File: src/eipf_pkg.sv
package eipf_pkg;
	localparam int EIPF_ADDR_W = 12;
	localparam int EIPF_DATA_W = 32;
	// register indices; byte address is four times the index
	localparam logic [9:0] EIPF_IDX_PEND = 10'h0F1;
	localparam logic [9:0] EIPF_IDX_PINSEL = 10'h0F2;
	localparam logic [9:0] EIPF_IDX_PRIO2 = 10'h0F4;
	localparam logic [9:0] EIPF_IDX_PRIO1 = 10'h0F6;
	localparam logic [9:0] EIPF_IDX_EDGE = 10'h0F7;
	localparam logic [9:0] EIPF_IDX_STAT = 10'h080;
	localparam logic [9:0] EIPF_IDX_MASK = 10'h081;
	localparam logic [9:0] EIPF_IDX_STATE = 10'h082;
	localparam logic [7:0] EIPF_RST_PEND = 8'h00;
	localparam logic [7:0] EIPF_RST_PINSEL = 8'h00;
	localparam logic [7:0] EIPF_RST_PRIO = 8'h00;
	localparam logic [7:0] EIPF_RST_EDGE = 8'h15;
	localparam logic [7:0] EIPF_RST_STAT = 8'h00;
	localparam logic [7:0] EIPF_RST_MASK = 8'h00;
	localparam logic [7:0] EIPF_PEND_MASK = 8'h9C;
	localparam logic [7:0] EIPF_PINSEL_MASK = 8'h07;
	localparam logic [7:0] EIPF_PRIO2_MASK = 8'h07;
	localparam logic [7:0] EIPF_PRIO1_MASK = 8'hDC;
	localparam logic [7:0] EIPF_EDGE_MASK = 8'h3F;
	localparam logic [7:0] EIPF_STAT_MASK = 8'h0F;
	localparam int EIPF_PEND_TIMER = 7;
	localparam int EIPF_PEND_CONV = 4;
	localparam int EIPF_PEND_TWI = 3;
	localparam int EIPF_PEND_EXT2 = 2;
	localparam int EIPF_PIN_EXT0 = 0;
	localparam int EIPF_PIN_EXT1 = 1;
	localparam int EIPF_PIN_EXT2 = 2;
	localparam int EIPF_EDGE_EXT0 = 0;
	localparam int EIPF_EDGE_EXT1 = 2;
	localparam int EIPF_EDGE_EXT2 = 4;
	localparam int EIPF_P1_TIMER = 7;
	localparam int EIPF_P1_DISP = 6;
	localparam int EIPF_P1_CONV = 4;
	localparam int EIPF_P1_TWI = 3;
	localparam int EIPF_P1_EXT = 2;
	localparam int EIPF_P2_UART1 = 2;
	localparam int EIPF_P2_UART0 = 1;
	localparam int EIPF_P2_LVD = 0;
	localparam logic [1:0] EIPF_EDGE_FALL = 2'h1;
	localparam logic [1:0] EIPF_EDGE_RISE = 2'h2;
	localparam int EIPF_ST_EXT0 = 0;
	localparam int EIPF_ST_EXT1 = 1;
	localparam int EIPF_ST_EXT2 = 2;
	localparam int EIPF_ST_WAKE = 3;
	// arbitration source numbers, lower wins within a level
	localparam int EIPF_NSRC = 10;
	localparam int EIPF_VEC_W = 4;
	localparam int EIPF_SRC_EXT0 = 0;
	localparam int EIPF_SRC_EXT1 = 1;
	localparam int EIPF_SRC_EXT2 = 2;
	localparam int EIPF_SRC_TIMER = 3;
	localparam int EIPF_SRC_DISP = 4;
	localparam int EIPF_SRC_CONV = 5;
	localparam int EIPF_SRC_TWI = 6;
	localparam int EIPF_SRC_UART0 = 7;
	localparam int EIPF_SRC_UART1 = 8;
	localparam int EIPF_SRC_LVD = 9;
	localparam logic [1:0] EIPF_RESP_OKAY = 2'h0;
	localparam logic [1:0] EIPF_RESP_SLVERR = 2'h2;
	typedef enum logic [1:0] {
		EIPF_NEST_IDLE = 2'h0,
		EIPF_NEST_LOW = 2'h1,
		EIPF_NEST_BOTH = 2'h3,
		EIPF_NEST_HIGH = 2'h2
	} eipf_nest_t;
endpackage

File: src/eipf_edge_if.sv
`timescale 1ns/1ps
`default_nettype none
interface eipf_edge_if;
	logic [2:0] pin_enable;
	logic [5:0] edge_sel;
	logic [2:0] edge_event;
	logic [2:0] pin_low_wake;
	modport ctrl(output pin_enable, output edge_sel,
		input edge_event, input pin_low_wake);
	modport det(input pin_enable, input edge_sel,
		output edge_event, output pin_low_wake);
endinterface
`default_nettype wire

File: src/eipf_edge_det.sv
`timescale 1ns/1ps
`default_nettype none
module eipf_edge_det
	import eipf_pkg::*;
(
	input wire logic clk,
	input wire logic srst,
	input wire logic [2:0] pins,
	eipf_edge_if.det edge_bus
);
	logic [2:0] sync1_reg;
	logic [2:0] sync2_reg;
	logic [2:0] prev_reg;
	logic [2:0] event_reg;
	logic [2:0] wake_reg;
	logic [2:0] hit_w;
	logic [2:0] wake_w;

	function automatic logic edge_hit(input logic [1:0] sel,
		input logic prev, input logic cur);
		case (sel)
			EIPF_EDGE_FALL: edge_hit = prev & ~cur;
			EIPF_EDGE_RISE: edge_hit = ~prev & cur;
			default: edge_hit = prev ^ cur;
		endcase
	endfunction

	genvar g;
	generate
		for (g = 0; g < 3; g = g + 1) begin : g_ch
			assign hit_w[g] = edge_bus.pin_enable[g] &
				edge_hit(edge_bus.edge_sel[2*g +: 2], prev_reg[g],
				sync2_reg[g]);
			assign wake_w[g] = edge_bus.pin_enable[g] & ~sync2_reg[g] &
				(edge_bus.edge_sel[2*g +: 2] != EIPF_EDGE_RISE);
		end
	endgenerate

	// pins idle high, so the chain starts high
	always_ff @(posedge clk) begin
		if (srst) begin
			sync1_reg <= 3'h7;
			sync2_reg <= 3'h7;
			prev_reg <= 3'h7;
			event_reg <= 3'h0;
			wake_reg <= 3'h0;
		end else begin
			sync1_reg <= pins;
			sync2_reg <= sync1_reg;
			prev_reg <= sync2_reg;
			event_reg <= hit_w;
			wake_reg <= wake_w;
		end
	end

	assign edge_bus.edge_event = event_reg;
	assign edge_bus.pin_low_wake = wake_reg;
endmodule
`default_nettype wire

File: src/eipf_top.sv
// Our own choice: the AXI4-Lite register port.
`timescale 1ns/1ps
`default_nettype none
module eipf_top
	import eipf_pkg::*;
(
	input wire logic clk,
	input wire logic srst,
	input wire logic [EIPF_ADDR_W-1:0] s_axi_awaddr,
	input wire logic s_axi_awvalid,
	output logic s_axi_awready,
	input wire logic [EIPF_DATA_W-1:0] s_axi_wdata,
	input wire logic [3:0] s_axi_wstrb,
	input wire logic s_axi_wvalid,
	output logic s_axi_wready,
	output logic [1:0] s_axi_bresp,
	output logic s_axi_bvalid,
	input wire logic s_axi_bready,
	input wire logic [EIPF_ADDR_W-1:0] s_axi_araddr,
	input wire logic s_axi_arvalid,
	output logic s_axi_arready,
	output logic [EIPF_DATA_W-1:0] s_axi_rdata,
	output logic [1:0] s_axi_rresp,
	output logic s_axi_rvalid,
	input wire logic s_axi_rready,
	input wire logic port_d_pin_zero,
	input wire logic port_d_pin_six,
	input wire logic port_d_pin_seven,
	input wire logic timer_watchdog_event,
	input wire logic converter_event,
	input wire logic twowire_event,
	input wire logic display_req,
	input wire logic uart0_req,
	input wire logic uart1_req,
	input wire logic low_voltage_detect_req,
	input wire logic core_irq_ack,
	input wire logic core_irq_return,
	output logic core_irq_req,
	output logic [EIPF_VEC_W-1:0] core_irq_vector,
	output logic core_irq_high,
	output logic irq,
	output logic low_power_wake
);
	eipf_edge_if edge_bus();

	logic awready_reg;
	logic wready_reg;
	logic [EIPF_ADDR_W-1:0] awaddr_reg;
	logic [7:0] wdata_reg;
	logic wstrb_reg;
	logic bvalid_reg;
	logic [1:0] bresp_reg;
	logic arready_reg;
	logic rvalid_reg;
	logic [1:0] rresp_reg;
	logic [EIPF_DATA_W-1:0] rdata_reg;

	logic [7:0] pend_reg;
	logic [7:0] pinsel_reg;
	logic [7:0] prio2_reg;
	logic [7:0] prio1_reg;
	logic [7:0] edge_reg;
	logic [7:0] stat_reg;
	logic [7:0] mask_reg;
	logic [1:0] ext01_pend_reg;
	logic irq_reg;
	logic wake_reg;
	eipf_nest_t nest_reg;
	eipf_nest_t nest_next;
	logic req_reg;
	logic [EIPF_VEC_W-1:0] vec_reg;
	logic high_reg;

	function automatic logic idx_hit(input logic [EIPF_ADDR_W-1:0] addr,
		input logic [9:0] idx);
		idx_hit = (addr[EIPF_ADDR_W-1:2] == idx);
	endfunction

	function automatic logic mapped(input logic [EIPF_ADDR_W-1:0] addr);
		mapped = idx_hit(addr, EIPF_IDX_PEND) |
			idx_hit(addr, EIPF_IDX_PINSEL) |
			idx_hit(addr, EIPF_IDX_PRIO2) |
			idx_hit(addr, EIPF_IDX_PRIO1) |
			idx_hit(addr, EIPF_IDX_EDGE) |
			idx_hit(addr, EIPF_IDX_STAT) |
			idx_hit(addr, EIPF_IDX_MASK) |
			idx_hit(addr, EIPF_IDX_STATE);
	endfunction

	// lowest set source number, with a found flag on top
	function automatic logic [EIPF_VEC_W:0] first_set(
		input logic [EIPF_NSRC-1:0] v);
		first_set = '0;
		for (int i = EIPF_NSRC - 1; i >= 0; i--) begin
			if (v[i]) begin
				first_set = {1'b1, i[EIPF_VEC_W-1:0]};
			end
		end
	endfunction

	// write path: address and data are taken in either order
	wire aw_take = s_axi_awvalid & awready_reg;
	wire w_take = s_axi_wvalid & wready_reg;
	wire wr_go = ~awready_reg & ~wready_reg & ~bvalid_reg;
	wire wr_lane = wr_go & wstrb_reg;
	wire we_pend = wr_lane & idx_hit(awaddr_reg, EIPF_IDX_PEND);
	wire we_pinsel = wr_lane & idx_hit(awaddr_reg, EIPF_IDX_PINSEL);
	wire we_prio2 = wr_lane & idx_hit(awaddr_reg, EIPF_IDX_PRIO2);
	wire we_prio1 = wr_lane & idx_hit(awaddr_reg, EIPF_IDX_PRIO1);
	wire we_edge = wr_lane & idx_hit(awaddr_reg, EIPF_IDX_EDGE);
	wire we_stat = wr_lane & idx_hit(awaddr_reg, EIPF_IDX_STAT);
	wire we_mask = wr_lane & idx_hit(awaddr_reg, EIPF_IDX_MASK);
	wire b_done = bvalid_reg & s_axi_bready;
	wire ar_take = s_axi_arvalid & arready_reg;
	wire r_done = rvalid_reg & s_axi_rready;

	// pin events from the detector
	wire [2:0] ev = edge_bus.edge_event;
	wire wake_now = |edge_bus.pin_low_wake;
	wire wake_rise = wake_now & ~wake_reg;

	assign edge_bus.pin_enable = pinsel_reg[2:0];
	assign edge_bus.edge_sel = edge_reg[5:0];

	// hardware sets win over a software write in the same cycle
	wire [7:0] pend_set = {timer_watchdog_event, 2'h0, converter_event,
		twowire_event, ev[EIPF_PIN_EXT2], 2'h0};
	wire [7:0] pend_base = we_pend ? wdata_reg : pend_reg;
	wire [7:0] pend_next = (pend_base | pend_set) & EIPF_PEND_MASK;

	wire [7:0] stat_set = {4'h0, wake_rise, ev};
	wire [7:0] stat_clr = we_stat ? wdata_reg : 8'h00;
	wire [7:0] stat_next = ((stat_reg & ~stat_clr) | stat_set) &
		EIPF_STAT_MASK;

	// arbitration
	wire ack_ok = core_irq_ack & req_reg;
	wire [1:0] ack_ext = {ack_ok & (vec_reg == EIPF_VEC_W'(EIPF_SRC_EXT1)),
		ack_ok & (vec_reg == EIPF_VEC_W'(EIPF_SRC_EXT0))};
	wire [1:0] ext01_next = (ext01_pend_reg & ~ack_ext) |
		ev[EIPF_PIN_EXT1:EIPF_PIN_EXT0];

	wire [EIPF_NSRC-1:0] pend_vec = {low_voltage_detect_req, uart1_req,
		uart0_req, pend_reg[EIPF_PEND_TWI], pend_reg[EIPF_PEND_CONV],
		display_req, pend_reg[EIPF_PEND_TIMER], pend_reg[EIPF_PEND_EXT2],
		ext01_pend_reg[1], ext01_pend_reg[0]};
	wire [EIPF_NSRC-1:0] prio_vec = {prio2_reg[EIPF_P2_LVD],
		prio2_reg[EIPF_P2_UART1], prio2_reg[EIPF_P2_UART0],
		prio1_reg[EIPF_P1_TWI], prio1_reg[EIPF_P1_CONV],
		prio1_reg[EIPF_P1_DISP], prio1_reg[EIPF_P1_TIMER],
		prio1_reg[EIPF_P1_EXT], prio1_reg[EIPF_P1_EXT],
		prio1_reg[EIPF_P1_EXT]};
	wire [EIPF_VEC_W:0] hi_pick = first_set(pend_vec & prio_vec);
	wire [EIPF_VEC_W:0] lo_pick = first_set(pend_vec & ~prio_vec);
	// high may interrupt a low handler, low only runs from idle
	wire hi_ok = hi_pick[EIPF_VEC_W] &
		((nest_reg == EIPF_NEST_IDLE) | (nest_reg == EIPF_NEST_LOW));
	wire lo_ok = lo_pick[EIPF_VEC_W] & (nest_reg == EIPF_NEST_IDLE);
	wire req_next = (hi_ok | lo_ok) & ~core_irq_ack;
	wire [EIPF_VEC_W-1:0] vec_next = hi_ok ? hi_pick[EIPF_VEC_W-1:0] :
		lo_pick[EIPF_VEC_W-1:0];

	always_comb begin
		nest_next = nest_reg;
		if (ack_ok) begin
			case (nest_reg)
				EIPF_NEST_IDLE: nest_next = high_reg ? EIPF_NEST_HIGH :
					EIPF_NEST_LOW;
				EIPF_NEST_LOW: nest_next = EIPF_NEST_BOTH;
				default: nest_next = nest_reg;
			endcase
		end else if (core_irq_return) begin
			case (nest_reg)
				EIPF_NEST_HIGH: nest_next = EIPF_NEST_IDLE;
				EIPF_NEST_BOTH: nest_next = EIPF_NEST_LOW;
				EIPF_NEST_LOW: nest_next = EIPF_NEST_IDLE;
				default: nest_next = EIPF_NEST_IDLE;
			endcase
		end
	end

	// read selection
	wire [7:0] state_rd = {3'h0, wake_reg, nest_reg, ext01_pend_reg};
	wire [7:0] rd_byte =
		idx_hit(s_axi_araddr, EIPF_IDX_PEND) ? pend_reg :
		idx_hit(s_axi_araddr, EIPF_IDX_PINSEL) ? pinsel_reg :
		idx_hit(s_axi_araddr, EIPF_IDX_PRIO2) ? prio2_reg :
		idx_hit(s_axi_araddr, EIPF_IDX_PRIO1) ? prio1_reg :
		idx_hit(s_axi_araddr, EIPF_IDX_EDGE) ? edge_reg :
		idx_hit(s_axi_araddr, EIPF_IDX_STAT) ? stat_reg :
		idx_hit(s_axi_araddr, EIPF_IDX_MASK) ? mask_reg :
		idx_hit(s_axi_araddr, EIPF_IDX_STATE) ? state_rd : 8'h00;
	wire [1:0] rd_resp = mapped(s_axi_araddr) ? EIPF_RESP_OKAY :
		EIPF_RESP_SLVERR;
	wire [1:0] wr_resp = mapped(awaddr_reg) ? EIPF_RESP_OKAY :
		EIPF_RESP_SLVERR;

	always_ff @(posedge clk) begin
		if (srst) begin
			awready_reg <= 1'b1;
			wready_reg <= 1'b1;
			awaddr_reg <= '0;
			wdata_reg <= 8'h00;
			wstrb_reg <= 1'b0;
			bvalid_reg <= 1'b0;
			bresp_reg <= EIPF_RESP_OKAY;
		end else begin
			if (aw_take) begin
				awready_reg <= 1'b0;
				awaddr_reg <= s_axi_awaddr;
			end
			if (w_take) begin
				wready_reg <= 1'b0;
				wdata_reg <= s_axi_wdata[7:0];
				wstrb_reg <= s_axi_wstrb[0];
			end
			if (wr_go) begin
				bvalid_reg <= 1'b1;
				bresp_reg <= wr_resp;
			end
			if (b_done) begin
				bvalid_reg <= 1'b0;
				awready_reg <= 1'b1;
				wready_reg <= 1'b1;
			end
		end
	end

	always_ff @(posedge clk) begin
		if (srst) begin
			arready_reg <= 1'b1;
			rvalid_reg <= 1'b0;
			rresp_reg <= EIPF_RESP_OKAY;
			rdata_reg <= '0;
		end else if (ar_take) begin
			arready_reg <= 1'b0;
			rvalid_reg <= 1'b1;
			rresp_reg <= rd_resp;
			rdata_reg <= {24'h000000, rd_byte};
		end else if (r_done) begin
			arready_reg <= 1'b1;
			rvalid_reg <= 1'b0;
		end
	end

	always_ff @(posedge clk) begin
		if (srst) begin
			pend_reg <= EIPF_RST_PEND;
			pinsel_reg <= EIPF_RST_PINSEL;
			prio2_reg <= EIPF_RST_PRIO;
			prio1_reg <= EIPF_RST_PRIO;
			edge_reg <= EIPF_RST_EDGE;
			mask_reg <= EIPF_RST_MASK;
		end else begin
			pend_reg <= pend_next;
			if (we_pinsel) begin
				pinsel_reg <= wdata_reg & EIPF_PINSEL_MASK;
			end
			if (we_prio2) begin
				prio2_reg <= wdata_reg & EIPF_PRIO2_MASK;
			end
			if (we_prio1) begin
				prio1_reg <= wdata_reg & EIPF_PRIO1_MASK;
			end
			if (we_edge) begin
				edge_reg <= wdata_reg & EIPF_EDGE_MASK;
			end
			if (we_mask) begin
				mask_reg <= wdata_reg & EIPF_STAT_MASK;
			end
		end
	end

	always_ff @(posedge clk) begin
		if (srst) begin
			stat_reg <= EIPF_RST_STAT;
			irq_reg <= 1'b0;
			wake_reg <= 1'b0;
			ext01_pend_reg <= 2'h0;
			nest_reg <= EIPF_NEST_IDLE;
			req_reg <= 1'b0;
			vec_reg <= '0;
			high_reg <= 1'b0;
		end else begin
			stat_reg <= stat_next;
			irq_reg <= |(stat_reg & mask_reg);
			wake_reg <= wake_now;
			ext01_pend_reg <= ext01_next;
			nest_reg <= nest_next;
			req_reg <= req_next;
			vec_reg <= vec_next;
			high_reg <= hi_ok;
		end
	end

	eipf_edge_det u_edge (
		.clk(clk),
		.srst(srst),
		.pins({port_d_pin_seven, port_d_pin_six, port_d_pin_zero}),
		.edge_bus(edge_bus)
	);

	assign s_axi_awready = awready_reg;
	assign s_axi_wready = wready_reg;
	assign s_axi_bresp = bresp_reg;
	assign s_axi_bvalid = bvalid_reg;
	assign s_axi_arready = arready_reg;
	assign s_axi_rdata = rdata_reg;
	assign s_axi_rresp = rresp_reg;
	assign s_axi_rvalid = rvalid_reg;
	assign core_irq_req = req_reg;
	assign core_irq_vector = vec_reg;
	assign core_irq_high = high_reg;
	assign irq = irq_reg;
	assign low_power_wake = wake_reg;
endmodule
`default_nettype wire

File: config.mk
export PLATFORM = sky130hd
export DESIGN_NAME = eipf_top
export DESIGN_NICKNAME = d
export VERILOG_FILES = /design/src/eipf_pkg.sv /design/src/eipf_edge_if.sv /design/src/eipf_edge_det.sv /design/src/eipf_top.sv
export SDC_FILE = /design/constraint.sdc
export NUM_CORES = 1
export LEC_CHECK = 0
export BUFFER_PORTS_ARGS = -buffer_cell sky130_fd_sc_hd__buf_2
export CAP_MARGIN = 20
export CORE_AREA = 2 2 124 126
export CTS_CLUSTER_SIZE = 12
export DETAILED_ROUTE_END_ITERATION = 12
export DIE_AREA = 0 0 126 128
export GPL_TIMING_DRIVEN = 1
export PLACE_DENSITY = 0.49
export SLEW_MARGIN = 25
export SYNTH_ARGS = -nofsm -noshare
export SYNTH_HDL_FRONTEND = slang
export SYNTH_SLANG_ARGS = --single-unit
File: constraint.sdc
create_clock -name clk -period 1.75 [get_ports clk]
set_input_delay 0.0875 -clock clk [delete_from_list [all_inputs] [get_ports clk]]
set_output_delay 0.0875 -clock clk [all_outputs]
set_load 0.01 [all_outputs]
### Word level (Yosys, flattened, before mapping)

Cells that the tools add are included.

| storage, ports and cells | value |
|---|---|
| input port bits | 79 |
| register bits | 98 |

| cells by class | value |
|---|---|
| equal/unequal tests | 29 |
| bitwise gates (word level) | 78 |
| muxes and demuxes | 45 |
| reductions and logical operators | 8 |

Operator list:

| cell | count |
|---|---|
| equality test 10 x 8 -> 1 bit (second input constant) | 16 |
| 2-to-1 mux 5 bit | 23 |
| 2-to-1 mux 8 bit | 6 |
| bitwise AND 1 bit | 37 |
| bitwise AND 10 bit | 2 |
| OR 1 bit | 16 |
| inverter 1 bit | 11 |
| 2-to-1 mux 2 bit | 5 |
| inverter 10 bit | 1 |
| bitwise AND 4 bit | 2 |
| equality test 2 x 1 -> 1 bit (second input constant) | 4 |
| equality test 2 bit (second input constant) | 4 |
| 2-to-1 mux 4 bit | 2 |
| OR 8 bit | 1 |
| OR reduction 8 bit | 1 |
| inequality test 2 bit (second input constant) | 3 |
| case mux 1 bit (2 select lines) | 3 |
| 2-to-1 mux 1 bit | 5 |
| equality test 4 x 1 -> 1 bit (second input constant) | 1 |
| zero test 4 bit | 1 |
| inverter 4 bit | 1 |
| OR 4 bit | 1 |
| case mux 2 bit (2 select lines) | 1 |
| nonzero test 2 bit | 2 |
| 9 further kinds | 11 |

### Depth between registers and ports, before layout

| depth | value |
|---|---|
| depth in word-level cells | 15 |
| gate-level depth with buffers | 6 |

### Hierarchy

Synthesis repeated with hierarchy kept, for this count alone.

| second synthesis, totals | value |
|---|---|
| cells, all modules | 524 |
| area, all modules | 4,441.8 um^2 |

By module, submodules not included:

| module | instances | area each (um^2) | seq. area each (um^2) | cells each |
|---|---|---|---|---|
| eipf_top | 1 | 3,778.6 | 1,501.4 | 463 |
| eipf_edge_det | 1 | 663.1 | 300.3 | 61 |

### Worst setup path before layout

OpenSTA, ideal clock, no wires.

| timing | value |
|---|---|
| kind | reg-to-reg |
| start | register awaddr_reg[11] |
| end | register prio2_reg[2] |
| cell stages (with the launch flop) | 7 |
| arrival | 1.561 ns |
| slack | 0.061 ns |
| required time | 1.622 ns |
| library setup time | 0.128 ns |
| path buffers | 1 |
| cells stage by stage | dfxtp_1 nor4b_4 nand4b_4 or3b_1 buf_2 mux2i_1 nor2_1 |

| between the ends | value |
|---|---|
| word-level cells in the longest chain between the ends | 2 |

Ends and longest elaborated chain:

| item | line | source |
|---|---|---|
| from (decl) | eipf_top.sv:48 | `logic [EIPF_ADDR_W-1:0] awaddr_reg;` |
| from (signal assigned) | eipf_top.sv:210 | `awaddr_reg <= s_axi_awaddr;` |
| equality test 10 x 8 -> 1 bit | eipf_top.sv:76 | `idx_hit = (addr[EIPF_ADDR_W-1:2] == idx);` |
| bitwise AND 1 bit | eipf_top.sv:108 | `wire we_prio2 = wr_lane & idx_hit(awaddr_reg, EIPF_IDX_PRIO2);` |
| to (signal assigned) | eipf_top.sv:260 | `prio2_reg <= wdata_reg & EIPF_PRIO2_MASK;` |
| to (decl) | eipf_top.sv:60 | `logic [7:0] prio2_reg;` |

Every way passes these cells.
A chain may end at the register's enable or synchronous reset.

### Final worst setup path

| timing | value |
|---|---|
| start | register awaddr_reg[10] |
| end | register prio2_reg[1] |

The elaborated chain is that of the path after synthesis.

==> flow_summary.yaml <==
outcome:
  status: "finished clean"
floorplanning:
  core_area_um2: 14900
  die_x_um: 126
  initial_core_util_pct: 29.3
  io_pins: 128
  num_rows: 45
  chipHeight_um: 128
  dieArea_um2: 16100
grt:
  grt_max_degree: 71
  grt_first_pass_wirelength_um: 19500
  grt_util_all_layers_pct: 15.1
  grt_pass1_vias: 3808
  antenna_found_initial: 0
  grt_overflow: 0
critical_path:
  crit_family: "simple AND/OR/NAND/NOR gates"
  critPathMaxFanout: 4
  critPathArrivalTime_ns: 1.88
  cp_slowest_cell: "or3b_4"
  path_buf_inv: 1
  critPathCaptureType: "register"
  cp_cell_sequence: "nor4b_4 -> buf_4 -> nand4b_4 -> or3b_4 -> mux2i_1 -> nor2_1"
  start_kind: "register"
  max_stage_delay_ns: 0.44
  crit_type: "reg -> reg"
  required_ns: 1.98
drt:
  drt-pass1-iter-count: 4
  wl_um: 11900
  ant_nets: 0
  wl_per_cell_um: 14.3
  drtIter0Drc: 228
  via_per_inst: 4.85
  drc: 0
  routed-via-count: 4042
cts:
  cts_made_buffers: 9
  cts_tree: "yes"
  path_clk_slew_ns: 0.06
  cts_root_buf: "clkbuf_16"
  htreeDepth: 3
  cts.path.max_buffers: 2
  cts.sinks: 90
  clock_latency_ns: 0.34
power:
  power.leakage_nw: 2.38
  p_per_area_nw_per_um2: 848
  max-vdd-ir-drop_mv: 0.595
synth:
  synth-main-ff-cell: "dfxtp_1"
  yosysTopAreaCellShare_pct: 41.4
  ys_warn_count: 0
  synth_area_leaders: "dfxtp_1 41%, nand2_1 6.7%, a21oi_1 6.2%, buf_4 4.5%, o21ai_0 3.6%"
  seq_area_frac_synth_pct: 41.4
  synth_edf_count: 0
  syn_area_per_cell_um2: 8.20
  yosysUniqueCellTypes: 62
  async_reset_ff_share_pct: 0
  synthCells: 531
  ys_ff_latch: 90
  synth_area_um2: 4350
  synth_top_area_cell: "dfxtp_1"
timing:
  tightest_slew_ns: 0.589
  tns_ns: 0
  period_share_pct: 94.4
  hold_viol: 0
  relSlewSlack_pct: 60.5
  finalSetupViolCount: 0
  fin_ws_ns: 0.0972
  fmax_ghz: 0.605
  finalClockSkew_ns: 0.00573
  period_needed_ns: 1.65
  rsz0062_at_grt: "no"
  finalMaxSlewViolations: 0
final_layout:
  largest_register_ffs: 10
  syn2layout_area_growth_pct: 27.4
  drive_above_1_share_pct: 22.0
  nFillCells: 1567
  instances_no_fill: 833
  nNetsFinal: 731
  diodes: 0
  postLayoutCoreUtil_pct: 37.3
place:
  place_hpwl_um: 8970
  dp.cells: 794
  port_buffers: 70
  place_ws_ns: -0.0201
  gp_congestion: 0.885
hold_path:
  hold_class: "in -> reg"
flow_run:
  drv_cap: 0
==> report_power, final <==
| part | internal, W | switching [W] |
|---|---|---|
| clock | 0.00128 | 0.000795 |
| combinational | 0.000197 | 0.000254 |
| sequential | 0.00211 | 0.0000615 |
| total | 0.00359 | 0.00111 |
==> synth_stat cells (3+ instances only) <==
cell / number
nand2_1: 78
clkbuf_1: 17
mux2i_1: 14
o21ai_0: 31
a221oi_1: 5
nor4_1: 4
nand3_1: 15
or2_2: 6
nand2b_1: 11
nor2b_1: 6
buf_4: 26
inv_1: 26
nor2_1: 37
nand4_1: 4
a21oi_1: 54
a311oi_1: 5
dfxtp_1: 90
a31oi_1: 4
a22oi_1: 7
nor3_1: 14
a211oi_1: 4
buf_2: 4
o32ai_1: 3
ha_1: 12
o211ai_1: 4
a31o_2: 3
==> layout make-up <==
type	count	area (um^2)	area share, %
Clock buffer	10	239	4.31
Clock inverter	6	80.1	1.44
Inverter	27	101	1.83
Multi-Input combinational cell	388	2260	40.9
Sequential cell	90	1800	32.5
Tap cell	188	235	4.24
Timing Repair Buffer	124	821	14.8
==> per-layer routing <==
| layer | global-route usage [%] | vias up | share of wire [%] |
|---|---|---|---|
| li1 | - | 2028 | - |
| met1 | 19.8 | 1859 | 46 |
| met2 | 24.6 | 137 | 45 |
| met3 | 4.01 | 18 | 7.1 |
| met4 | 3.81 | 0 | 1.7 |
| met5 | 0 | - | 0 |
==> worst reg2reg max path, stage by stage (launching register included) <==
cell	delay, ns
dfxtp_1	0.34
nor4b_4	0.26
buf_4	0.18
nand4b_4	0.10
or3b_4	0.44
mux2i_1	0.18
nor2_1	0.05
==> cell families after synthesis <==
family / share of synthesized area [%]
AOI/OAI and AO/OA: 19.8
xor gates and xnor gates: 0.201
adders and majority gates: 3.45
buffers and inverters: 9.14
DFF: 41.4
muxes: 3.74
other: 0.0862
and+or+nand+nor: 22.2
==> placed cells by master (no fill, tap or decap), drive strengths merged, types with 5 or more instances in the layout <==
cell         synthesis  routed
buf                 32     103
nor2b                6       6
dfxtp               90      90
conb                 1      26
nor3                15      15
a311oi               5       5
nand2               78      78
nand3               15      15
ha                  12      12
a21oi               54      54
nor2                38      38
clkinv               1       5
a22oi                7       7
dlygate4sd3          0      21
clkbuf              19      10
inv                 26      26
or2                  7       7
o21ai               32      32
nand2b              11      11
a221oi               5       5
mux2i               14      14
==> metrics by stage <==
| step | total power [W] | area [um^2] | hold slack [ns] |
|---|---|---|---|
| after floorplan | 0.00250 | 4450 | 0.188 |
| after global placement | 0.00262 | 4980 | 0.278 |
| after detailed placement | 0.00264 | 4980 | 0.280 |
| after CTS | 0.00477 | 5520 | 0.00443 |
| after global routing | 0.00492 | 5540 | 0.0125 |
| final | 0.00470 | 5540 | 0.0205 |
==> repair_timing <==
item / 4_1_cts / 5_1_grt
hold buffers: 21 / 0
endpoints found under the hold margin: 20 / 0
pin swaps: 1 / 1
gates resized for setup: 0 / 4
gates cloned: 0 / 0
setup buffers: 1 / 1
endpoints found under the setup margin: 3 / 27
==> final timing paths <==
check | from | endpoint | slack [ns] | depth (start not counted)
worst min register to register | u_edge.sync1_reg[1] | u_edge.sync2_reg[1] | 0.41 | 1
worst max-delay path | awaddr_reg[10] | prio2_reg[1] | 0.1 | 6
worst min-delay path | s_axi_wdata[0] | wdata_reg[0] | 0.02 | 3
worst max register to register | awaddr_reg[10] | prio2_reg[1] | 0.1 | 6
No activity file was read; power rests on OpenSTA's default activity.
